[src/hw/ufsc_pkg.sv]
// Constants for the usage fault status capture block
//
// Notes on behaviour
// - Divide with zero divisor sets flag bit 25 when divide trapping enabled.
// - Only the divide trap enable bit permits it; clear enable keeps flag 0.
// - Divide fault stacks return PC of the faulting divide instruction.
// - Misaligned access sets flag bit 24 when misaligned trapping enabled.
// - Ordinary loads/stores trap misaligned only with dedicated enable bit.
// - Misaligned multiple and doubleword transfers always fault.
// - Bits 23:20 read-only, read zero; software preserves them.
// - Any coprocessor access attempt sets flag bit 19 as usage fault.
// - Illegal return-code load to PC sets flag bit 18.
// - Invalid return load stacks PC of the offending instruction unless another cause fires in the same cycle.
// - Each flag clears when software writes one to its bit, unless its cause sets it in the same cycle.
// - Status half sits at bits 31:16; also halfword access at 0xD2A.
// - Register access allowed only in privileged mode.
package ufsc_pkg;
   // ------------------------------------------------------------
   // Register map
   // ------------------------------------------------------------
   localparam logic [11:0] FSR_OFFSET = 12'hd28;
   localparam logic [11:0] USH_OFFSET = 12'hd2a;
   localparam logic [31:0] FSR_RESET = 32'h0000_0000;
   // ------------------------------------------------------------
   // Field positions
   // ------------------------------------------------------------
   localparam int DZ_FLAG_BIT = 25;
   localparam int MISAL_BIT = 24;
   localparam int COPROC_FLAG_BIT = 19;
   localparam int INVRET_BIT = 18;
   localparam int HALF_LSB = 16;
   // Access sizes
   typedef enum logic [1:0] {
      UFSC_SZ_BYTE,
      UFSC_SZ_HALF,
      UFSC_SZ_WORD
   } ufsc_size_t;
endpackage : ufsc_pkg

[src/hw/ufsc_flag.sv]
// One sticky write-one-to-clear fault flag
`timescale 1ns/1ps
module ufsc_flag (
   input wire logic clk,
   input wire logic rst_n,
   input wire logic set_ev,
   input wire logic clr_ev,
   output logic flag
);
   logic flag_r;
   logic flag_nxt;

   always_comb begin
      flag_nxt = flag_r;
      if (clr_ev) begin
         flag_nxt = 1'b0;
      end
      if (set_ev) begin
         flag_nxt = 1'b1;
      end
   end

   always_ff @(posedge clk or negedge rst_n) begin
      if (!rst_n) begin
         flag_r <= 1'b0;
      end else begin
         flag_r <= flag_nxt;
      end
   end

   assign flag = flag_r;
endmodule : ufsc_flag

[src/hw/ufsc_top.sv]
// Usage fault status capture: sticky causes, privileged register port
`timescale 1ns/1ps
module ufsc_top (
   input wire logic clk,
   input wire logic rst_n,
   input wire logic div_exec,
   input wire logic div_zero,
   input wire logic [31:0] div_pc,
   input wire logic div_trap_en,
   input wire logic mem_misaligned,
   input wire logic mem_multi_or_dbl,
   input wire logic [31:0] mem_pc,
   input wire logic misal_trap_en,
   input wire logic cop_access,
   input wire logic [31:0] cop_pc,
   input wire logic ret_load_bad,
   input wire logic [31:0] ret_pc,
   input wire logic reg_sel,
   input wire logic reg_wr,
   input wire logic [11:0] reg_addr,
   input wire logic [1:0] reg_size,
   input wire logic reg_priv,
   input wire logic [31:0] reg_wdata,
   output logic [31:0] reg_rdata,
   output logic reg_err,
   output logic fault_req,
   output logic [31:0] stacked_pc
);
   // ------------------------------------------------------------
   // Fault causes
   // ------------------------------------------------------------
   logic div_fault;
   logic misal_fault;
   logic [3:0] set_vec;
   logic [3:0] clr_vec;
   logic [3:0] flags;
   logic [31:0] wmask;
   logic acc_ok;
   logic [31:0] status;
   logic [31:0] rdata_r;
   logic err_r;
   logic fault_r;
   logic [31:0] pc_r;

   assign div_fault = div_exec & div_zero & div_trap_en;
   // Multiple/doubleword bypass the enable
   assign misal_fault = mem_misaligned &
      (misal_trap_en | mem_multi_or_dbl);

   assign set_vec = {div_fault, misal_fault, cop_access,
      ret_load_bad};

   // ------------------------------------------------------------
   // Register access decode
   // ------------------------------------------------------------
   function automatic logic [31:0] lane_mask(input logic [11:0] a,
                                             input logic [1:0] s);
      logic [31:0] m;
      m = 32'h0000_0000;
      if (a == ufsc_pkg::FSR_OFFSET &&
          s == ufsc_pkg::UFSC_SZ_WORD) begin
         m = 32'hffff_ffff;
      end else if (a == ufsc_pkg::USH_OFFSET &&
                   s == ufsc_pkg::UFSC_SZ_HALF) begin
         m = 32'hffff_0000;
      end else if (a == ufsc_pkg::FSR_OFFSET &&
                   s == ufsc_pkg::UFSC_SZ_HALF) begin
         m = 32'h0000_ffff;
      end else if ((a == ufsc_pkg::FSR_OFFSET ||
                    a == 12'hd29 || a == ufsc_pkg::USH_OFFSET ||
                    a == 12'hd2b) && s == ufsc_pkg::UFSC_SZ_BYTE) begin
         m = 32'h0000_00ff << {a[1:0], 3'b000};
      end
      return m;
   endfunction : lane_mask

   assign acc_ok = reg_sel & reg_priv;
   // Halfword at the upper offset carries data in low lanes
   assign wmask = lane_mask(reg_addr, reg_size);

   logic [31:0] wdata_al;
   always_comb begin
      wdata_al = reg_wdata;
      if (reg_size != ufsc_pkg::UFSC_SZ_WORD) begin
         wdata_al = reg_wdata << {reg_addr[1:0], 3'b000};
      end
   end

   assign clr_vec = (acc_ok & reg_wr && wmask != 32'h0000_0000) ?
      {wdata_al[ufsc_pkg::DZ_FLAG_BIT] & wmask[ufsc_pkg::DZ_FLAG_BIT],
       wdata_al[ufsc_pkg::MISAL_BIT] & wmask[ufsc_pkg::MISAL_BIT],
       wdata_al[ufsc_pkg::COPROC_FLAG_BIT] &
          wmask[ufsc_pkg::COPROC_FLAG_BIT],
       wdata_al[ufsc_pkg::INVRET_BIT] & wmask[ufsc_pkg::INVRET_BIT]}
      : 4'h0;

   genvar gi;
   generate
      for (gi = 0; gi < 4; gi++) begin : g_flag
         ufsc_flag u_flag (
            .clk(clk),
            .rst_n(rst_n),
            .set_ev(set_vec[gi]),
            .clr_ev(clr_vec[gi]),
            .flag(flags[gi])
         );
      end
   endgenerate

   // Reserved and uncovered bits read zero
   always_comb begin
      status = ufsc_pkg::FSR_RESET;
      status[ufsc_pkg::DZ_FLAG_BIT] = flags[3];
      status[ufsc_pkg::MISAL_BIT] = flags[2];
      status[ufsc_pkg::COPROC_FLAG_BIT] = flags[1];
      status[ufsc_pkg::INVRET_BIT] = flags[0];
   end

   // ------------------------------------------------------------
   // Read port, registered one cycle
   // ------------------------------------------------------------
   always_ff @(posedge clk or negedge rst_n) begin
      if (!rst_n) begin
         rdata_r <= 32'h0000_0000;
         err_r <= 1'b0;
      end else begin
         err_r <= reg_sel & (~reg_priv |
            (lane_mask(reg_addr, reg_size) == 32'h0000_0000));
         if (acc_ok && !reg_wr) begin
            rdata_r <= (status & wmask) >> {reg_addr[1:0], 3'b000};
         end else begin
            rdata_r <= 32'h0000_0000;
         end
      end
   end

   // ------------------------------------------------------------
   // Fault request and stacked return PC
   // ------------------------------------------------------------
   always_ff @(posedge clk or negedge rst_n) begin
      if (!rst_n) begin
         fault_r <= 1'b0;
         pc_r <= 32'h0000_0000;
      end else begin
         fault_r <= |set_vec;
         // Earliest cause in priority order names the PC
         if (div_fault) begin
            pc_r <= div_pc;
         end else if (misal_fault) begin
            pc_r <= mem_pc;
         end else if (cop_access) begin
            pc_r <= cop_pc;
         end else if (ret_load_bad) begin
            pc_r <= ret_pc;
         end
      end
   end

   assign reg_rdata = rdata_r;
   assign reg_err = err_r;
   assign fault_req = fault_r;
   assign stacked_pc = pc_r;
endmodule : ufsc_top

[config.mk]
export PLATFORM = sky130hd
export DESIGN_NAME = ufsc_top
export DESIGN_NICKNAME = d
export VERILOG_FILES = /design/src/hw/ufsc_pkg.sv /design/src/hw/ufsc_flag.sv /design/src/hw/ufsc_top.sv
export SDC_FILE = /design/constraint.sdc
export NUM_CORES = 1
export LEC_CHECK = 0
export BUFFER_PORTS_ARGS = -buffer_cell sky130_fd_sc_hd__clkbuf_2
export CORE_MARGIN = 2
export CORE_UTILIZATION = 36
export CTS_BUF_LIST = sky130_fd_sc_hd__clkbuf_4 sky130_fd_sc_hd__clkbuf_8 sky130_fd_sc_hd__clkbuf_16
export DETAILED_ROUTE_END_ITERATION = 16
export GPL_TIMING_DRIVEN = 0
export PLACE_DENSITY = 0.85
export REMOVE_ABC_BUFFERS = 1
export SYNTH_ARGS = -nofsm -noshare
export SYNTH_HDL_FRONTEND = slang
export SYNTH_HIERARCHICAL = 1
export SYNTH_SLANG_ARGS = --single-unit
[constraint.sdc]
create_clock -name clk -period 0.8 [get_ports clk]
set_input_delay 0.12 -clock clk [delete_from_list [all_inputs] [get_ports clk]]
set_output_delay 0.12 -clock clk [all_outputs]
set_load 0.02 [all_outputs]
Word-level counts from Yosys, hierarchy flattened:

Cells that the tools add are included.

* output and inout port bits: 66
* bits in registers: 70
* logic and storage cells: 70

* reduce and logical (&&, ||, !) cells: 19
* shift-type cells: 3
* muxes and demuxes: 19
* equal/unequal tests: 7
* bitwise logic cells: 14

Operator list (number)
* 32-bit 2-to-1 mux: 9
* 12-bit equality test, second input constant: 4
* 26-bit by 32-bit AND with 32-bit output: 1
* 32-bit zero test: 1
* 32-bit nonzero test: 1
* 32-bit by 5-bit left shift with 26-bit output: 1
* 8-bit by 5-bit left shift with 32-bit output, first input constant: 1
* 32-bit by 5-bit right shift with 32-bit output: 1
* 26-bit 2-to-1 mux: 1
* 1-bit AND: 10
* 1-bit 2-to-1 mux: 8
* 2-bit nonzero test: 4
* 1-bit logical AND: 6
* 4-bit 2-to-1 mux: 1
* 4-bit nonzero test: 1
* 4-bit OR reduction: 1
* 1-bit logical OR: 3
* 2-bit by 1-bit equality test with 1-bit output, second input constant: 1
* 2-bit equality test, second input constant: 1
* 2-bit zero test: 1
* 2-bit inequality test, second input constant: 1
* 1-bit bitwise OR: 2
* 1-bit zero test: 1
* 1-bit inverter: 1

Logic depth before layout (Yosys ltp):

Gate-level depths: netlist of run 1.

* depth in word-level cells: 14
* depth in mapped cells: 7
* depth with buffers taken out: 6

Cells and area by module:

Netlist of run 1, hierarchy kept.

Modules (own cells, without submodules)
* ufsc_top: instances 1, cells an instance 351, area each 3015.4 µm²
* ufsc_flag: instances 4, cells an instance 3, area each 36.3 µm²

Least setup slack after synthesis of run 1:

Ideal clock, no wire load.

* path type: in2reg
* start: in cop_access
* end: reg pc_r[14] (netlist: stacked_pc[14])
* stages: 6
* data required time: 671 ps
* arrival time: 1234 ps
* slack: -564 ps
* buffers on the path: 3
* path through: clkbuf_1 or4_4 buf_6 buf_2 nor2_1 a31oi_1

* word-level cells in the longest chain between the ends: 3
* elaborated cells between the ends (all ways): 4
* classes of those cells: 3 x mux; 1 x reduce/logical

RTL lines
* from (decl): line ufsc_top.sv:14 `input wire logic cop_access,`
* 32-bit 2-to-1 mux: line ufsc_top.sv:151 `end else if (cop_access) begin`
* 32-bit 2-to-1 mux: line ufsc_top.sv:149 `end else if (misal_fault) begin`
* 32-bit 2-to-1 mux: line ufsc_top.sv:147 `if (div_fault) begin`
* to (signal assigned): line ufsc_top.sv:148 `pc_r <= div_pc;`
* to (signal assigned): line ufsc_top.sv:150 `pc_r <= mem_pc;`
* to (signal assigned): line ufsc_top.sv:152 `pc_r <= cop_pc;`
* to (decl): line ufsc_top.sv:43 `logic [31:0] pc_r;`

Several ways; a longest one is shown, not always the timed one.
A chain may end at the register's enable or synchronous reset.

Worst setup path in the final report of run 1:

* start: in mem_multi_or_dbl
* end: reg pc_r[0] (netlist: stacked_pc[0])

* word-level cells in the longest chain between the ends: 4
* elaborated cells between the ends (all ways): 5
* classes of those cells: 2 x mux; 2 x bitwise; 1 x reduce/logical

RTL lines
* from (decl): line ufsc_top.sv:11 `input wire logic mem_multi_or_dbl,`
* 1-bit bitwise OR *: line ufsc_top.sv:48 `(misal_trap_en | mem_multi_or_dbl);`
* 1-bit AND *: line ufsc_top.sv:47 `assign misal_fault = mem_misaligned &`
* named net misal_fault: line ufsc_top.sv:33 `logic misal_fault;`
* 32-bit 2-to-1 mux: line ufsc_top.sv:149
* 32-bit 2-to-1 mux: line ufsc_top.sv:147

Mark *: on every way through the listed nets, which the timed path passes. The rest lies on a longest branch.

==> results of run 1 <==
cell families after synthesis:
group,after synthesis,synth area share [%]
compound gates,84,18.7
xor+xnor,1,0.277
buf+inv,57,10.3
flops,52,41.2
mux,34,10.8
other cells,1,0.119
simple gates,134,18.6
flip-flops by register name, summed over array words and instances, names as in the netlist:
register            flops
reg_rdata              14
stacked_pc             32
reg_err                 1
fault_req               1
g_flag.u_flag/flag      4
critical path, cell delays in order:
cell and delay, ns:
sky130_fd_sc_hd__buf_8 0.10, sky130_fd_sc_hd__o21ai_4 0.21, sky130_fd_sc_hd__inv_4 0.09, sky130_fd_sc_hd__or4_4 0.66, sky130_fd_sc_hd__nor2_2 0.15, sky130_fd_sc_hd__a31oi_1 0.07
power by group through the flow:
stage	Combinational [W]	Sequential (W)	Clock, W
final	0.00273	0.00304	0.00160
after global routing	0.00289	0.00307	0.00172
after CTS	0.00239	0.00300	0.00163
after detailed placement	0.00195	0.00304	0
after global placement	0.00187	0.00303	0
after floorplan	0.000690	0.00334	0
routing by layer:
layer  track usage, %  vias to the layer above  wire length [um]
li1                 -                     1735                 -
met1             25.7                     1761              4670
met2             44.7                      207              6670
met3             3.74                       35               778
met4             8.97                        0               326
met5                0                        -                 0
path summary, 6_finish.rpt:
check,end,slack (ns),startpoint,cells past startpoint
worst max-delay path,stacked_pc[0],-0.43,mem_multi_or_dbl,6
worst min register to register,g_flag[0].u_flag/flag,0.51,g_flag[0].u_flag/flag,1
min in group clk,stacked_pc[30],0.04,div_pc[30],3
max in group asynchronous,fault_req,0.41,rst_n,1
worst min-delay path,reg_rdata[24],-0.11,rst_n,1
worst max register to register,stacked_pc[28],-0.12,stacked_pc[28],4
layout make-up:
cell class,count,area [um^2],share of cell area (%)
Multi-Input combinational cell,284,1850,36.1
Timing Repair Buffer,246,1700,33.1
Sequential cell,52,1300,25.3
Tap cell,108,135,2.63
Clock buffer,8,97.6,1.90
Inverter,10,47.5,0.926
repair_timing:
action / in CTS / in global routing
resized for setup: 64 / 119
hold endpoints to repair: 52 / 52
pin swaps: 24 / 13
endpoints found under the setup margin: 147 / 95
setup buffers: 18 / 11
gates cloned: 9 / 1
synthesized netlist by cell type, types with 2 or more instances:
cell	n	area, um^2
sky130_fd_sc_hd__nand2_1	71	267
sky130_fd_sc_hd__dfrtp_1	52	1300
sky130_fd_sc_hd__nor2_1	38	143
sky130_fd_sc_hd__mux2i_1	34	340
sky130_fd_sc_hd__a31oi_1	32	200
sky130_fd_sc_hd__o211ai_1	32	240
sky130_fd_sc_hd__buf_4	18	135
sky130_fd_sc_hd__clkbuf_1	16	60.1
sky130_fd_sc_hd__inv_1	8	30.0
sky130_fd_sc_hd__buf_2	5	25.0
sky130_fd_sc_hd__buf_6	5	56.3
sky130_fd_sc_hd__nand2b_1	5	31.3
sky130_fd_sc_hd__a21o_1	4	30.0
sky130_fd_sc_hd__a21oi_1	4	20.0
sky130_fd_sc_hd__and2_1	4	25.0
sky130_fd_sc_hd__nor3_1	4	20.0
sky130_fd_sc_hd__buf_1	3	11.3
sky130_fd_sc_hd__nor3b_1	3	22.5
sky130_fd_sc_hd__o22ai_1	3	18.8
sky130_fd_sc_hd__a22oi_1	2	15.0
sky130_fd_sc_hd__and4bb_2	2	25.0
sky130_fd_sc_hd__inv_2	2	7.51
sky130_fd_sc_hd__nor2b_1	2	12.5
sky130_fd_sc_hd__o221a_2	2	22.5
per-stage QoR:
stage	setup TNS (ns)	utilization, %	total power (W)
detailed placement	-118.37	48.6	0.00499
finish	-23.03	59.5	0.00737
global placement	-112.58	48.3	0.00490
global route	-25.40	59.5	0.00768
CTS	-22.67	55.3	0.00703
floorplan	-64.06	-	0.00403
==> report_table.html, run 1 <==
<table>
<tr><th>Metric</th><th>Value</th></tr>
<tr><th colspan="2">Status</th></tr>
<tr><td>Status</td><td>finished, violations left</td></tr>
<tr><td>Failing checks</td><td>negative hold slack, negative setup slack</td></tr>
<tr><th colspan="2">Logic synthesis</th></tr>
<tr><td>Proportion of synthesized flip-flops having asynchronous set or reset</td><td>100%</td></tr>
<tr><td>EDFF count, synth</td><td>0</td></tr>
<tr><td>Netlist area before placement</td><td>0.00316 mm^2</td></tr>
<tr><td>Post-Synthesis Mean Instance Area</td><td>8.71 um^2</td></tr>
<tr><td>Distinct cells, synth</td><td>36</td></tr>
<tr><td>Syn. warnings</td><td>6</td></tr>
<tr><td>Cell count after synthesis</td><td>363</td></tr>
<tr><td>Sequential cell area fraction in the yosys report</td><td>a little over 40%</td></tr>
<tr><td>Top flip-flop cell by instance count after synthesis</td><td>sky130_fd_sc_hd__dfrtp_1</td></tr>
<tr><td>Flop and latch count out of synthesis</td><td>52</td></tr>
<tr><th colspan="2">CTS</th></tr>
<tr><td>Later-pin clock latency in the skew report</td><td>about 0.3 ns</td></tr>
<tr><td>Buffer type at the clock tree root</td><td>sky130_fd_sc_hd__clkbuf_8</td></tr>
<tr><td>Maximum count of clock buffers along a single path</td><td>2</td></tr>
<tr><td>Number of H-tree levels</td><td>2</td></tr>
<tr><td>Total number of clock tree sinks</td><td>52</td></tr>
<tr><td>CTS tree</td><td>done</td></tr>
<tr><td>Number of buffers created by CTS</td><td>5</td></tr>
<tr><td>Clock transition at the registers of the reported paths</td><td>~0.09 ns</td></tr>
<tr><th colspan="2">Floorplanning</th></tr>
<tr><td>Y dimension of the die</td><td>97.7 um</td></tr>
<tr><td>Top Ports</td><td>253</td></tr>
<tr><td>Total die area</td><td>0.00954 mm^2</td></tr>
<tr><td>Site row count</td><td>34</td></tr>
<tr><td>Die W</td><td>~98 um</td></tr>
<tr><td>Area of the core region</td><td>0.00864 mm^2</td></tr>
<tr><td>Starting density of the core</td><td>36.6%</td></tr>
<tr><th colspan="2">Placement</th></tr>
<tr><td>Worst Setup Slack post-DPL</td><td>-2.44 ns</td></tr>
<tr><td>Post-detailed-placement half-perimeter wirelength</td><td>approximately 7200 um</td></tr>
<tr><td># placed instances</td><td>between 600 and 700</td></tr>
<tr><td>Routability-driven placement congestion ratio</td><td>about 0.84</td></tr>
<tr><td>Port buffer count</td><td>approximately 220</td></tr>
<tr><td>DP Area</td><td>approximately 0.0042 mm^2</td></tr>
<tr><th colspan="2">STA</th></tr>
<tr><td>Post-route worst hold slack</td><td>-0.111 ns</td></tr>
<tr><td>Final worst-path setup slack</td><td>-0.433 ns</td></tr>
<tr><td>Maximum clock rate</td><td>between 0.8 and 0.9 GHz</td></tr>
<tr><td>Slew Viols, Final</td><td>0</td></tr>
<tr><td>RSZ-0062 raised after global routing</td><td>true</td></tr>
<tr><td>Post-Route Skew</td><td>~0.00095 ns</td></tr>
<tr><td>Fin. Hold Viols</td><td>52</td></tr>
<tr><td>Portion of the clock cycle consumed by the worst path in the final layout</td><td>154%</td></tr>
<tr><td>Slew at the pin closest to its max-slew limit</td><td>about 0.73 ns</td></tr>
<tr><td>Final Critical Period</td><td>about 1.2 ns</td></tr>
<tr><td>Setup-violating endpoint count in the final report</td><td>95</td></tr>
<tr><td>Headroom to the max-slew limit</td><td>roughly half</td></tr>
<tr><th colspan="2">Layout</th></tr>
<tr><td>Cell area after layout</td><td>0.00514 mm^2</td></tr>
<tr><td>Share of layout cells above drive strength 1</td><td>between 50 and 60%</td></tr>
<tr><td>Antenna Diode Count</td><td>0</td></tr>
<tr><td>Most frequent cells in the layout</td><td>sky130_fd_sc_hd__clkbuf_2 (163), sky130_fd_sc_hd__nand2_1 (71), sky130_fd_sc_hd__dfrtp_1 (52), sky130_fd_sc_hd__mux2i_1 (34), sky130_fd_sc_hd__buf_6 (34)</td></tr>
<tr><td>Final cell count without fillers</td><td>708</td></tr>
<tr><td>Layout net count</td><td>786</td></tr>
<tr><td>Filler cell count in the final layout</td><td>roughly 700</td></tr>
<tr><td>Area growth from synthesis to final layout</td><td>62.5%</td></tr>
<tr><td>Most frequent standard cell in the layout excluding fill and tap cells</td><td>sky130_fd_sc_hd__clkbuf_2</td></tr>
<tr><th colspan="2">Routing</th></tr>
<tr><td>Post-route antenna net violation count</td><td>0</td></tr>
<tr><td>DRC violation count after routing</td><td>0</td></tr>
<tr><td>Number of optimization iterations in the first detailed-route pass</td><td>4</td></tr>
<tr><td>Routed wire length</td><td>12400 um</td></tr>
<tr><td>Initial DRC Count</td><td>roughly 120</td></tr>
<tr><td>Routed WL per cell</td><td>~18 um</td></tr>
<tr><td>Total vias in the final route</td><td>about 3700</td></tr>
<tr><td>Post-detailed-route via-to-cell ratio</td><td>~5.3</td></tr>
<tr><th colspan="2">Global route</th></tr>
<tr><td>Number of antenna violations at the first check in global routing</td><td>0</td></tr>
<tr><td>Remaining global-route overflow</td><td>0</td></tr>
<tr><td>Vias in the first global route</td><td>~3700</td></tr>
<tr><td>Total routing usage reported by global routing</td><td>23.4%</td></tr>
<tr><td>Pin count of the biggest net entering global routing</td><td>53</td></tr>
<tr><td>First-pass GRT wire length</td><td>around 18000 um</td></tr>
<tr><th colspan="2">Worst hold path</th></tr>
<tr><td>Worst min path class</td><td>in -&gt; async</td></tr>
<tr><th colspan="2">Setup path</th></tr>
<tr><td>Kind of start point of the critical path</td><td>input port</td></tr>
<tr><td>Required time at the worst-slack endpoint</td><td>~0.97 ns</td></tr>
<tr><td>Worst setup path class</td><td>in -&gt; reg</td></tr>
<tr><td>Critical path data arrival time</td><td>1.41 ns</td></tr>
<tr><td>Critical path endpoint category</td><td>register</td></tr>
<tr><td>Maximum fanout count along the critical path</td><td>9</td></tr>
<tr><th colspan="2">Flow run</th></tr>
<tr><td>Max-cap violations</td><td>0</td></tr>
<tr><th colspan="2">Power and ir drop</th></tr>
<tr><td>Cell area power density</td><td>roughly 1400 mW/mm^2</td></tr>
<tr><td>Largest vdd supply drop</td><td>between 0.8 and 0.9 mV</td></tr>
<tr><td>Internal power</td><td>0.00501 W</td></tr>
<tr><td>Clk pwr share</td><td>approximately 22%</td></tr>
<tr><td>Power share of the sequential group</td><td>41.3%</td></tr>
<tr><td>Leakage power summed over all cells</td><td>~2.6 nW</td></tr>
<tr><td>Switching power share of the total</td><td>between 30% and 40%</td></tr>
<tr><td>NetSw</td><td>0.00236 W</td></tr>
<tr><td>Combinational power share</td><td>a little under two fifths</td></tr>
</table>
Power figures use the tool's default switching activity.
==> run 2, diff against run 1 <==
--- a/config.mk
+++ b/config.mk
@@ -6,12 +6,12 @@
 export NUM_CORES = 1
 export LEC_CHECK = 0
 export BUFFER_PORTS_ARGS = -buffer_cell sky130_fd_sc_hd__clkbuf_2
-export CORE_MARGIN = 2
-export CORE_UTILIZATION = 36
-export CTS_BUF_LIST = sky130_fd_sc_hd__clkbuf_4 sky130_fd_sc_hd__clkbuf_8 sky130_fd_sc_hd__clkbuf_16
+export CORE_AREA = 2 2 99 101
+export CTS_BUF_LIST = sky130_fd_sc_hd__clkbuf_4
 export DETAILED_ROUTE_END_ITERATION = 16
+export DIE_AREA = 0 0 101 103
 export GPL_TIMING_DRIVEN = 0
-export PLACE_DENSITY = 0.85
+export PLACE_DENSITY = 0.81
 export REMOVE_ABC_BUFFERS = 1
 export SYNTH_ARGS = -nofsm -noshare
 export SYNTH_HDL_FRONTEND = slang
==> report_table.html, run 2 (synthesis gave the netlist of run 1 again) <==
<table>
<tr><th>Metric</th><th>Value</th></tr>
<tr><th colspan="2">CTS</th></tr>
<tr><td>Total number of clock tree sinks</td><td>52</td></tr>
<tr><td>CTS tree</td><td>done</td></tr>
<tr><td>Count of hold-fix buffers inserted at cts</td><td>33</td></tr>
<tr><td>Later-pin clock latency in the skew report</td><td>0.36 ns</td></tr>
<tr><td>Clock transition at the registers of the reported paths</td><td>approximately 0.16 ns</td></tr>
<tr><td>Number of H-tree levels</td><td>2</td></tr>
<tr><td>Buffer type at the clock tree root</td><td>sky130_fd_sc_hd__clkbuf_4</td></tr>
<tr><td>Maximum count of clock buffers along a single path</td><td>2</td></tr>
<tr><td>Number of buffers created by CTS</td><td>5</td></tr>
<tr><th colspan="2">Routing</th></tr>
<tr><td>Total vias in the final route</td><td>about 3800</td></tr>
<tr><td>Post-route antenna net violation count</td><td>0</td></tr>
<tr><td>Number of optimization iterations in the first detailed-route pass</td><td>4</td></tr>
<tr><td>Initial DRC Count</td><td>roughly 110</td></tr>
<tr><td>Routed WL per cell</td><td>about 18 um</td></tr>
<tr><td>Post-detailed-route via-to-cell ratio</td><td>about 5.1</td></tr>
<tr><td>DRC violation count after routing</td><td>0</td></tr>
<tr><td>Routed wire length</td><td>around 14000 um</td></tr>
<tr><th colspan="2">Power and ir drop</th></tr>
<tr><td>Leakage power summed over all cells</td><td>around 2.7 nW</td></tr>
<tr><td>Internal power</td><td>0.00495 W</td></tr>
<tr><td>Combinational power share</td><td>between 30 and 40%</td></tr>
<tr><td>Largest vdd supply drop</td><td>0.732 mV</td></tr>
<tr><td>NetSw</td><td>between 0.002 and 0.0025 W</td></tr>
<tr><td>Power share of the sequential group</td><td>41.2%</td></tr>
<tr><td>Cell area power density</td><td>about 1400 mW/mm^2</td></tr>
<tr><td>Clk pwr share</td><td>about a fifth</td></tr>
<tr><td>Switching power share of the total</td><td>33.2%</td></tr>
<tr><th colspan="2">Layout</th></tr>
<tr><td>Footprint of the multi-input gates</td><td>0.00192 mm^2</td></tr>
<tr><td>Most frequent standard cell in the layout excluding fill and tap cells</td><td>sky130_fd_sc_hd__clkbuf_2</td></tr>
<tr><td>Layout net count</td><td>just over 800</td></tr>
<tr><td>Filler cell count in the final layout</td><td>just over 800</td></tr>
<tr><td>Share of layout cells above drive strength 1</td><td>between 40% and 50%</td></tr>
<tr><td>FF+latch area</td><td>approximately 0.0013 mm^2</td></tr>
<tr><td>Cell area after layout</td><td>between 0.005 and 0.006 mm^2</td></tr>
<tr><td>Area growth from synthesis to final layout</td><td>73.1%</td></tr>
<tr><td>Antenna Diode Count</td><td>0</td></tr>
<tr><td>Most frequent cells in the layout</td><td>sky130_fd_sc_hd__clkbuf_2 (163), sky130_fd_sc_hd__nand2_1 (71), sky130_fd_sc_hd__dfrtp_1 (52), sky130_fd_sc_hd__buf_6 (46), sky130_fd_sc_hd__mux2i_1 (34)</td></tr>
<tr><td>Largest register FFs</td><td>32</td></tr>
<tr><th colspan="2">Setup path</th></tr>
<tr><td>Critical path endpoint category</td><td>register</td></tr>
<tr><td>Reg-to-reg endpoint</td><td>stacked_pc[9]</td></tr>
<tr><td>Required time at the worst-slack endpoint</td><td>1.09 ns</td></tr>
<tr><td>Length in cells of the worst reg-to-reg path</td><td>3</td></tr>
<tr><td>Maximum fanout count along the critical path</td><td>9</td></tr>
<tr><td>Setup slack of the most critical reg-to-reg path</td><td>-0.06 ns</td></tr>
<tr><td>Start of the worst register-to-register path</td><td>stacked_pc[9]</td></tr>
<tr><td>Worst setup path class</td><td>in -&gt; reg</td></tr>
<tr><td>Kind of start point of the critical path</td><td>input port</td></tr>
<tr><td>Critical path data arrival time</td><td>about 1.4 ns</td></tr>
<tr><th colspan="2">Placement</th></tr>
<tr><td>Port buffer count</td><td>about 220</td></tr>
<tr><td>Post-detailed-placement half-perimeter wirelength</td><td>slightly above 7000 um</td></tr>
<tr><td>Routability-driven placement congestion ratio</td><td>0.729</td></tr>
<tr><td>Worst Setup Slack post-DPL</td><td>-2.60 ns</td></tr>
<tr><td>DP Area</td><td>about 0.0042 mm^2</td></tr>
<tr><th colspan="2">STA</th></tr>
<tr><td>Headroom to the max-slew limit</td><td>roughly 50%</td></tr>
<tr><td>Fin. Hold Viols</td><td>52</td></tr>
<tr><td>Slew Viols, Final</td><td>0</td></tr>
<tr><td>Final Critical Period</td><td>about 1.1 ns</td></tr>
<tr><td>Slew at the pin closest to its max-slew limit</td><td>around 0.75 ns</td></tr>
<tr><td>Maximum clock rate</td><td>slightly below 0.9 GHz</td></tr>
<tr><td>Post-route worst hold slack</td><td>-0.186 ns</td></tr>
<tr><td>Final worst-path setup slack</td><td>-0.349 ns</td></tr>
<tr><td>Portion of the clock cycle consumed by the worst path in the final layout</td><td>144%</td></tr>
<tr><td>RSZ-0062 raised after global routing</td><td>true</td></tr>
<tr><td>Setup-violating endpoint count in the final report</td><td>94</td></tr>
<tr><td>Post-Route Skew</td><td>around 0.011 ns</td></tr>
<tr><th colspan="2">Flow run</th></tr>
<tr><td>Max-cap violations</td><td>0</td></tr>
<tr><th colspan="2">Status</th></tr>
<tr><td>Status</td><td>finished, violations left</td></tr>
<tr><td>Failing checks</td><td>negative hold slack, negative setup slack</td></tr>
<tr><th colspan="2">Floorplanning</th></tr>
<tr><td>Starting density of the core</td><td>between 30% and 40%</td></tr>
<tr><td>Site row count</td><td>36</td></tr>
<tr><td>Die W</td><td>101 um</td></tr>
<tr><td>Area of the core region</td><td>0.00946 mm^2</td></tr>
<tr><td>Top Ports</td><td>around 250</td></tr>
<tr><td>Y dimension of the die</td><td>~100 um</td></tr>
<tr><td>Total die area</td><td>~0.010 mm^2</td></tr>
<tr><th colspan="2">Global route</th></tr>
<tr><td>First-pass GRT wire length</td><td>between 15000 and 20000 um</td></tr>
<tr><td>Vias in the first global route</td><td>approximately 3600</td></tr>
<tr><td>Total routing usage reported by global routing</td><td>around 23%</td></tr>
<tr><td>Pin count of the biggest net entering global routing</td><td>53</td></tr>
<tr><td>Remaining global-route overflow</td><td>0</td></tr>
<tr><td>Number of antenna violations at the first check in global routing</td><td>0</td></tr>
<tr><th colspan="2">Worst hold path</th></tr>
<tr><td>Worst min path class</td><td>in -&gt; async</td></tr>
</table>
run 2: worst max path at each step:
stage	startpoint	end	slack [ns]	cells past startpoint
floorplan	mem_multi_or_dbl	stacked_pc[0]	-1.75	5
global placement	mem_multi_or_dbl	stacked_pc[27]	-2.46	6
detailed placement	div_trap_en	stacked_pc[14]	-2.60	6
CTS	misal_trap_en	stacked_pc[9]	-0.36	5
global route	misal_trap_en	stacked_pc[30]	-0.35	6
finish	mem_multi_or_dbl	stacked_pc[30]	-0.35	5
run 2: power groups by stage:
| stage | Clock (W) | Sequential [W] | Combinational [W] |
|---|---|---|---|
| 2_1_floorplan | 0 | 0.00334 | 0.000690 |
| 3_3_place_gp | 0 | 0.00303 | 0.00188 |
| 3_5_place_dp | 0 | 0.00305 | 0.00195 |
| 4_1_cts | 0.00156 | 0.00300 | 0.00237 |
| 5_1_grt | 0.00164 | 0.00308 | 0.00306 |
| 6_report | 0.00149 | 0.00306 | 0.00287 |
run 2: routing by layer:
metal	GRT usage, %	vias to the layer above	routed length [um]
li1	-	1790	-
met1	27.9	1810	5330
met2	43.3	179	7330
met3	2.58	17	815
met4	6.76	0	226
met5	0	-	0
run 2: area by class of cell:
| class | count | share of cell area (%) |
|---|---|---|
| Inverter | 10 | 0.778 |
| Clock buffer | 5 | 0.686 |
| Timing Repair inverter | 1 | 0.0915 |
| Clock inverter | 3 | 0.686 |
| Tap cell | 114 | 2.61 |
| Multi-Input combinational cell | 284 | 35.2 |
| Timing Repair Buffer | 272 | 36.2 |
| Sequential cell | 52 | 23.8 |
run 2: through the flow:
stage	setup TNS [ns]	hold slack [ns]	util, %	instances	total power (W)
2_1_floorplan	-64.06	-0.176	-	337	0.00403
3_3_place_gp	-117.62	0.320	44.1	667	0.00491
3_5_place_dp	-125.22	0.333	44.5	668	0.00500
4_1_cts	-25.04	-0.170	52.7	732	0.00692
5_1_grt	-26.06	-0.159	57.8	741	0.00778
6_report	-23.56	-0.186	57.8	741	0.00741
run 2: critical path, cell delays in order:
cell                       delay (ns)
sky130_fd_sc_hd__clkbuf_2        0.14
sky130_fd_sc_hd__o21ai_4         0.23
sky130_fd_sc_hd__inv_4           0.11
sky130_fd_sc_hd__or4_4           0.65
sky130_fd_sc_hd__a31oi_1         0.18
run 2: timing repair:
action                                  CTS  global route
endpoints found under the hold margin    85            52
resized for setup                        41           162
gates cloned                             10             1
buffers inserted                         13             8
endpoints found under the setup margin  147            95
pin swaps                                17            10
==> run 3, diff against run 2 <==
--- a/config.mk
+++ b/config.mk
@@ -10,7 +10,7 @@
 export CTS_BUF_LIST = sky130_fd_sc_hd__clkbuf_4
 export DETAILED_ROUTE_END_ITERATION = 16
 export DIE_AREA = 0 0 101 103
-export GPL_TIMING_DRIVEN = 0
+export GPL_TIMING_DRIVEN = 1
 export PLACE_DENSITY = 0.81
 export REMOVE_ABC_BUFFERS = 1
 export SYNTH_ARGS = -nofsm -noshare
==> constraint.sdc (replaced) <==
create_clock -name clk -period 0.8 [get_ports clk]
set_input_delay 0.16 -clock clk [delete_from_list [all_inputs] [get_ports clk]]
set_output_delay 0.16 -clock clk [all_outputs]
set_load 0.02 [all_outputs]
==> report_table.html, run 3 (synthesis gave the netlist of run 1 again) <==
<table>
<tr><th>Metric</th><th>Value</th></tr>
<tr><th colspan="2">Floorplanning</th></tr>
<tr><td>Site row count</td><td>36</td></tr>
<tr><td>Top Ports</td><td>~250</td></tr>
<tr><td>Total die area</td><td>~0.010 mm^2</td></tr>
<tr><td>Area of the core region</td><td>0.00946 mm^2</td></tr>
<tr><td>Y dimension of the die</td><td>a little over 100 um</td></tr>
<tr><td>Die W</td><td>roughly 100 um</td></tr>
<tr><td>Starting density of the core</td><td>33.4%</td></tr>
<tr><th colspan="2">Power and ir drop</th></tr>
<tr><td>Combinational power share</td><td>about 37%</td></tr>
<tr><td>Cell area power density</td><td>~1400 mW/mm^2</td></tr>
<tr><td>Power share of the sequential group</td><td>about 43%</td></tr>
<tr><td>Largest vdd supply drop</td><td>around 0.63 mV</td></tr>
<tr><td>NetSw</td><td>0.00230 W</td></tr>
<tr><td>Leakage power summed over all cells</td><td>between 2 and 3 nW</td></tr>
<tr><td>Clk pwr share</td><td>around 21%</td></tr>
<tr><td>Switching power share of the total</td><td>32.0%</td></tr>
<tr><td>Internal power</td><td>around 0.0049 W</td></tr>
<tr><th colspan="2">Setup path</th></tr>
<tr><td>Setup slack of the most critical reg-to-reg path</td><td>-0.13 ns</td></tr>
<tr><td>Critical path data arrival time</td><td>roughly 1.4 ns</td></tr>
<tr><td>Worst setup path class</td><td>in -&gt; reg</td></tr>
<tr><td>Required time at the worst-slack endpoint</td><td>about 1.1 ns</td></tr>
<tr><td>Kind of start point of the critical path</td><td>input port</td></tr>
<tr><td>Maximum fanout count along the critical path</td><td>37</td></tr>
<tr><td>Critical path endpoint category</td><td>register</td></tr>
<tr><th colspan="2">Global route</th></tr>
<tr><td>Pin count of the biggest net entering global routing</td><td>65</td></tr>
<tr><td>First-pass GRT wire length</td><td>approximately 16000 um</td></tr>
<tr><td>Vias in the first global route</td><td>around 3400</td></tr>
<tr><td>Number of antenna violations at the first check in global routing</td><td>0</td></tr>
<tr><td>Total routing usage reported by global routing</td><td>roughly a fifth</td></tr>
<tr><td>Remaining global-route overflow</td><td>0</td></tr>
<tr><th colspan="2">STA</th></tr>
<tr><td>Post-route worst hold slack</td><td>about 0.012 ns</td></tr>
<tr><td>Slew Viols, Final</td><td>0</td></tr>
<tr><td>Final Critical Period</td><td>1.13 ns</td></tr>
<tr><td>Fin. Hold Viols</td><td>0</td></tr>
<tr><td>Final worst-path setup slack</td><td>-0.328 ns</td></tr>
<tr><td>Post-Route Skew</td><td>~0.0022 ns</td></tr>
<tr><td>Maximum clock rate</td><td>roughly 0.9 GHz</td></tr>
<tr><td>RSZ-0062 raised after global routing</td><td>true</td></tr>
<tr><td>Setup-violating endpoint count in the final report</td><td>91</td></tr>
<tr><td>Portion of the clock cycle consumed by the worst path in the final layout</td><td>141%</td></tr>
<tr><th colspan="2">Layout</th></tr>
<tr><td>Cell area after layout</td><td>0.00523 mm^2</td></tr>
<tr><td>Layout net count</td><td>801</td></tr>
<tr><td>Filler cell count in the final layout</td><td>830</td></tr>
<tr><td>Largest register FFs</td><td>32</td></tr>
<tr><td>FF+latch area</td><td>between 0.001 and 0.0015 mm^2</td></tr>
<tr><td>Most frequent cells in the layout</td><td>sky130_fd_sc_hd__clkbuf_2 (166), sky130_fd_sc_hd__nand2_1 (70), sky130_fd_sc_hd__dfrtp_1 (52), sky130_fd_sc_hd__buf_6 (46), sky130_fd_sc_hd__mux2i_1 (34)</td></tr>
<tr><td>Antenna Diode Count</td><td>0</td></tr>
<tr><td>Share of layout cells above drive strength 1</td><td>48.5%</td></tr>
<tr><td>Most frequent standard cell in the layout excluding fill and tap cells</td><td>sky130_fd_sc_hd__clkbuf_2</td></tr>
<tr><td>Footprint of the multi-input gates</td><td>approximately 0.0017 mm^2</td></tr>
<tr><td>Area growth from synthesis to final layout</td><td>65.6%</td></tr>
<tr><th colspan="2">Placement</th></tr>
<tr><td>Post-detailed-placement half-perimeter wirelength</td><td>7750 um</td></tr>
<tr><td>DP Area</td><td>0.00443 mm^2</td></tr>
<tr><td>Routability-driven placement congestion ratio</td><td>0.813</td></tr>
<tr><td>Port buffer count</td><td>between 200 and 250</td></tr>
<tr><th colspan="2">Status</th></tr>
<tr><td>Status</td><td>finished, violations left</td></tr>
<tr><td>Failing checks</td><td>negative setup slack</td></tr>
<tr><th colspan="2">Flow run</th></tr>
<tr><td>Max-cap violations</td><td>0</td></tr>
<tr><th colspan="2">Worst hold path</th></tr>
<tr><td>Worst min path class</td><td>in -&gt; reg</td></tr>
<tr><th colspan="2">Routing</th></tr>
<tr><td>Total vias in the final route</td><td>3586</td></tr>
<tr><td>Initial DRC Count</td><td>slightly below 100</td></tr>
<tr><td>Post-route antenna net violation count</td><td>0</td></tr>
<tr><td>Routed WL per cell</td><td>roughly 15 um</td></tr>
<tr><td>Number of optimization iterations in the first detailed-route pass</td><td>6</td></tr>
<tr><td>Post-detailed-route via-to-cell ratio</td><td>a little under 5</td></tr>
<tr><td>DRC violation count after routing</td><td>0</td></tr>
<tr><td>Routed wire length</td><td>around 11000 um</td></tr>
<tr><th colspan="2">CTS</th></tr>
<tr><td>Clock transition at the registers of the reported paths</td><td>~0.15 ns</td></tr>
<tr><td>Later-pin clock latency in the skew report</td><td>0.37 ns</td></tr>
<tr><td>Buffer type at the clock tree root</td><td>sky130_fd_sc_hd__clkbuf_4</td></tr>
<tr><td>Number of buffers created by CTS</td><td>5</td></tr>
<tr><td>CTS tree</td><td>done</td></tr>
<tr><td>Maximum count of clock buffers along a single path</td><td>2</td></tr>
<tr><td>Total number of clock tree sinks</td><td>52</td></tr>
<tr><td>Number of H-tree levels</td><td>2</td></tr>
</table>
run 3: critical path, cell delays in order:
cell and delay [ns]:
sky130_fd_sc_hd__clkbuf_2 0.10, sky130_fd_sc_hd__o21ai_4 0.17, sky130_fd_sc_hd__inv_2 0.05, sky130_fd_sc_hd__or4_4 0.50, sky130_fd_sc_hd__buf_12 0.21, sky130_fd_sc_hd__nor2_1 0.13, sky130_fd_sc_hd__a31oi_1 0.06
run 3: power by group through the flow:
| stage | logic (W) | clock network (W) | registers [W] |
|---|---|---|---|
| after floorplan | 0.000690 | 0 | 0.00334 |
| after global placement | 0.00201 | 0 | 0.00303 |
| after detailed placement | 0.00207 | 0 | 0.00304 |
| after CTS | 0.00230 | 0.00154 | 0.00299 |
| after global routing | 0.00286 | 0.00162 | 0.00307 |
| final | 0.00265 | 0.00148 | 0.00305 |
run 3: repair_timing:
action                     CTS  global route
pin swaps                   12             4
gates cloned                 1             0
setup buffers                7             6
resized for setup           27           155
hold endpoints to repair    65             0
setup endpoints to repair   95            95
hold buffers                14             0
run 3: layout make-up:
cell class	count	share of cell area, %
Clock buffer	5	0.717
Clock inverter	3	0.717
Inverter	10	0.717
Multi-Input combinational cell	275	33.3
Sequential cell	52	24.9
Tap cell	114	2.73
Timing Repair Buffer	270	37.0
run 3: worst paths after layout:
kind	start	end	cells after the start
worst max-delay path	mem_multi_or_dbl	stacked_pc[20]	7
worst min-delay path	div_pc[21]	stacked_pc[21]	3
worst max register to register	stacked_pc[11]	stacked_pc[11]	4
worst min register to register	g_flag[1].u_flag/flag	g_flag[1].u_flag/flag	1
max in group asynchronous	rst_n	stacked_pc[4]	3
min in group asynchronous	rst_n	reg_err	3
run 3: metrics by stage:
stage	util, %	std cells	TNS [ns]	total power, W	worst slack, ns
6_report	55.3	729	-24.14	0.00717	-0.328
5_1_grt	55.3	729	-27.54	0.00754	-0.353
4_1_cts	51.2	723	-24.97	0.00683	-0.324
3_5_place_dp	46.8	693	-30.93	0.00511	-0.739
3_3_place_gp	46.8	693	-29.36	0.00504	-0.678
2_1_floorplan	-	337	-65.94	0.00403	-1.79
run 3: per-layer routing:
metal  vias up  track usage, %  share of wire, %
met2       157            34.8                54
met5         -               0                 0
li1       1733               -                 -
met1      1679            22.6                39
met4         0            6.55               1.8
met3        17            2.24               5.8
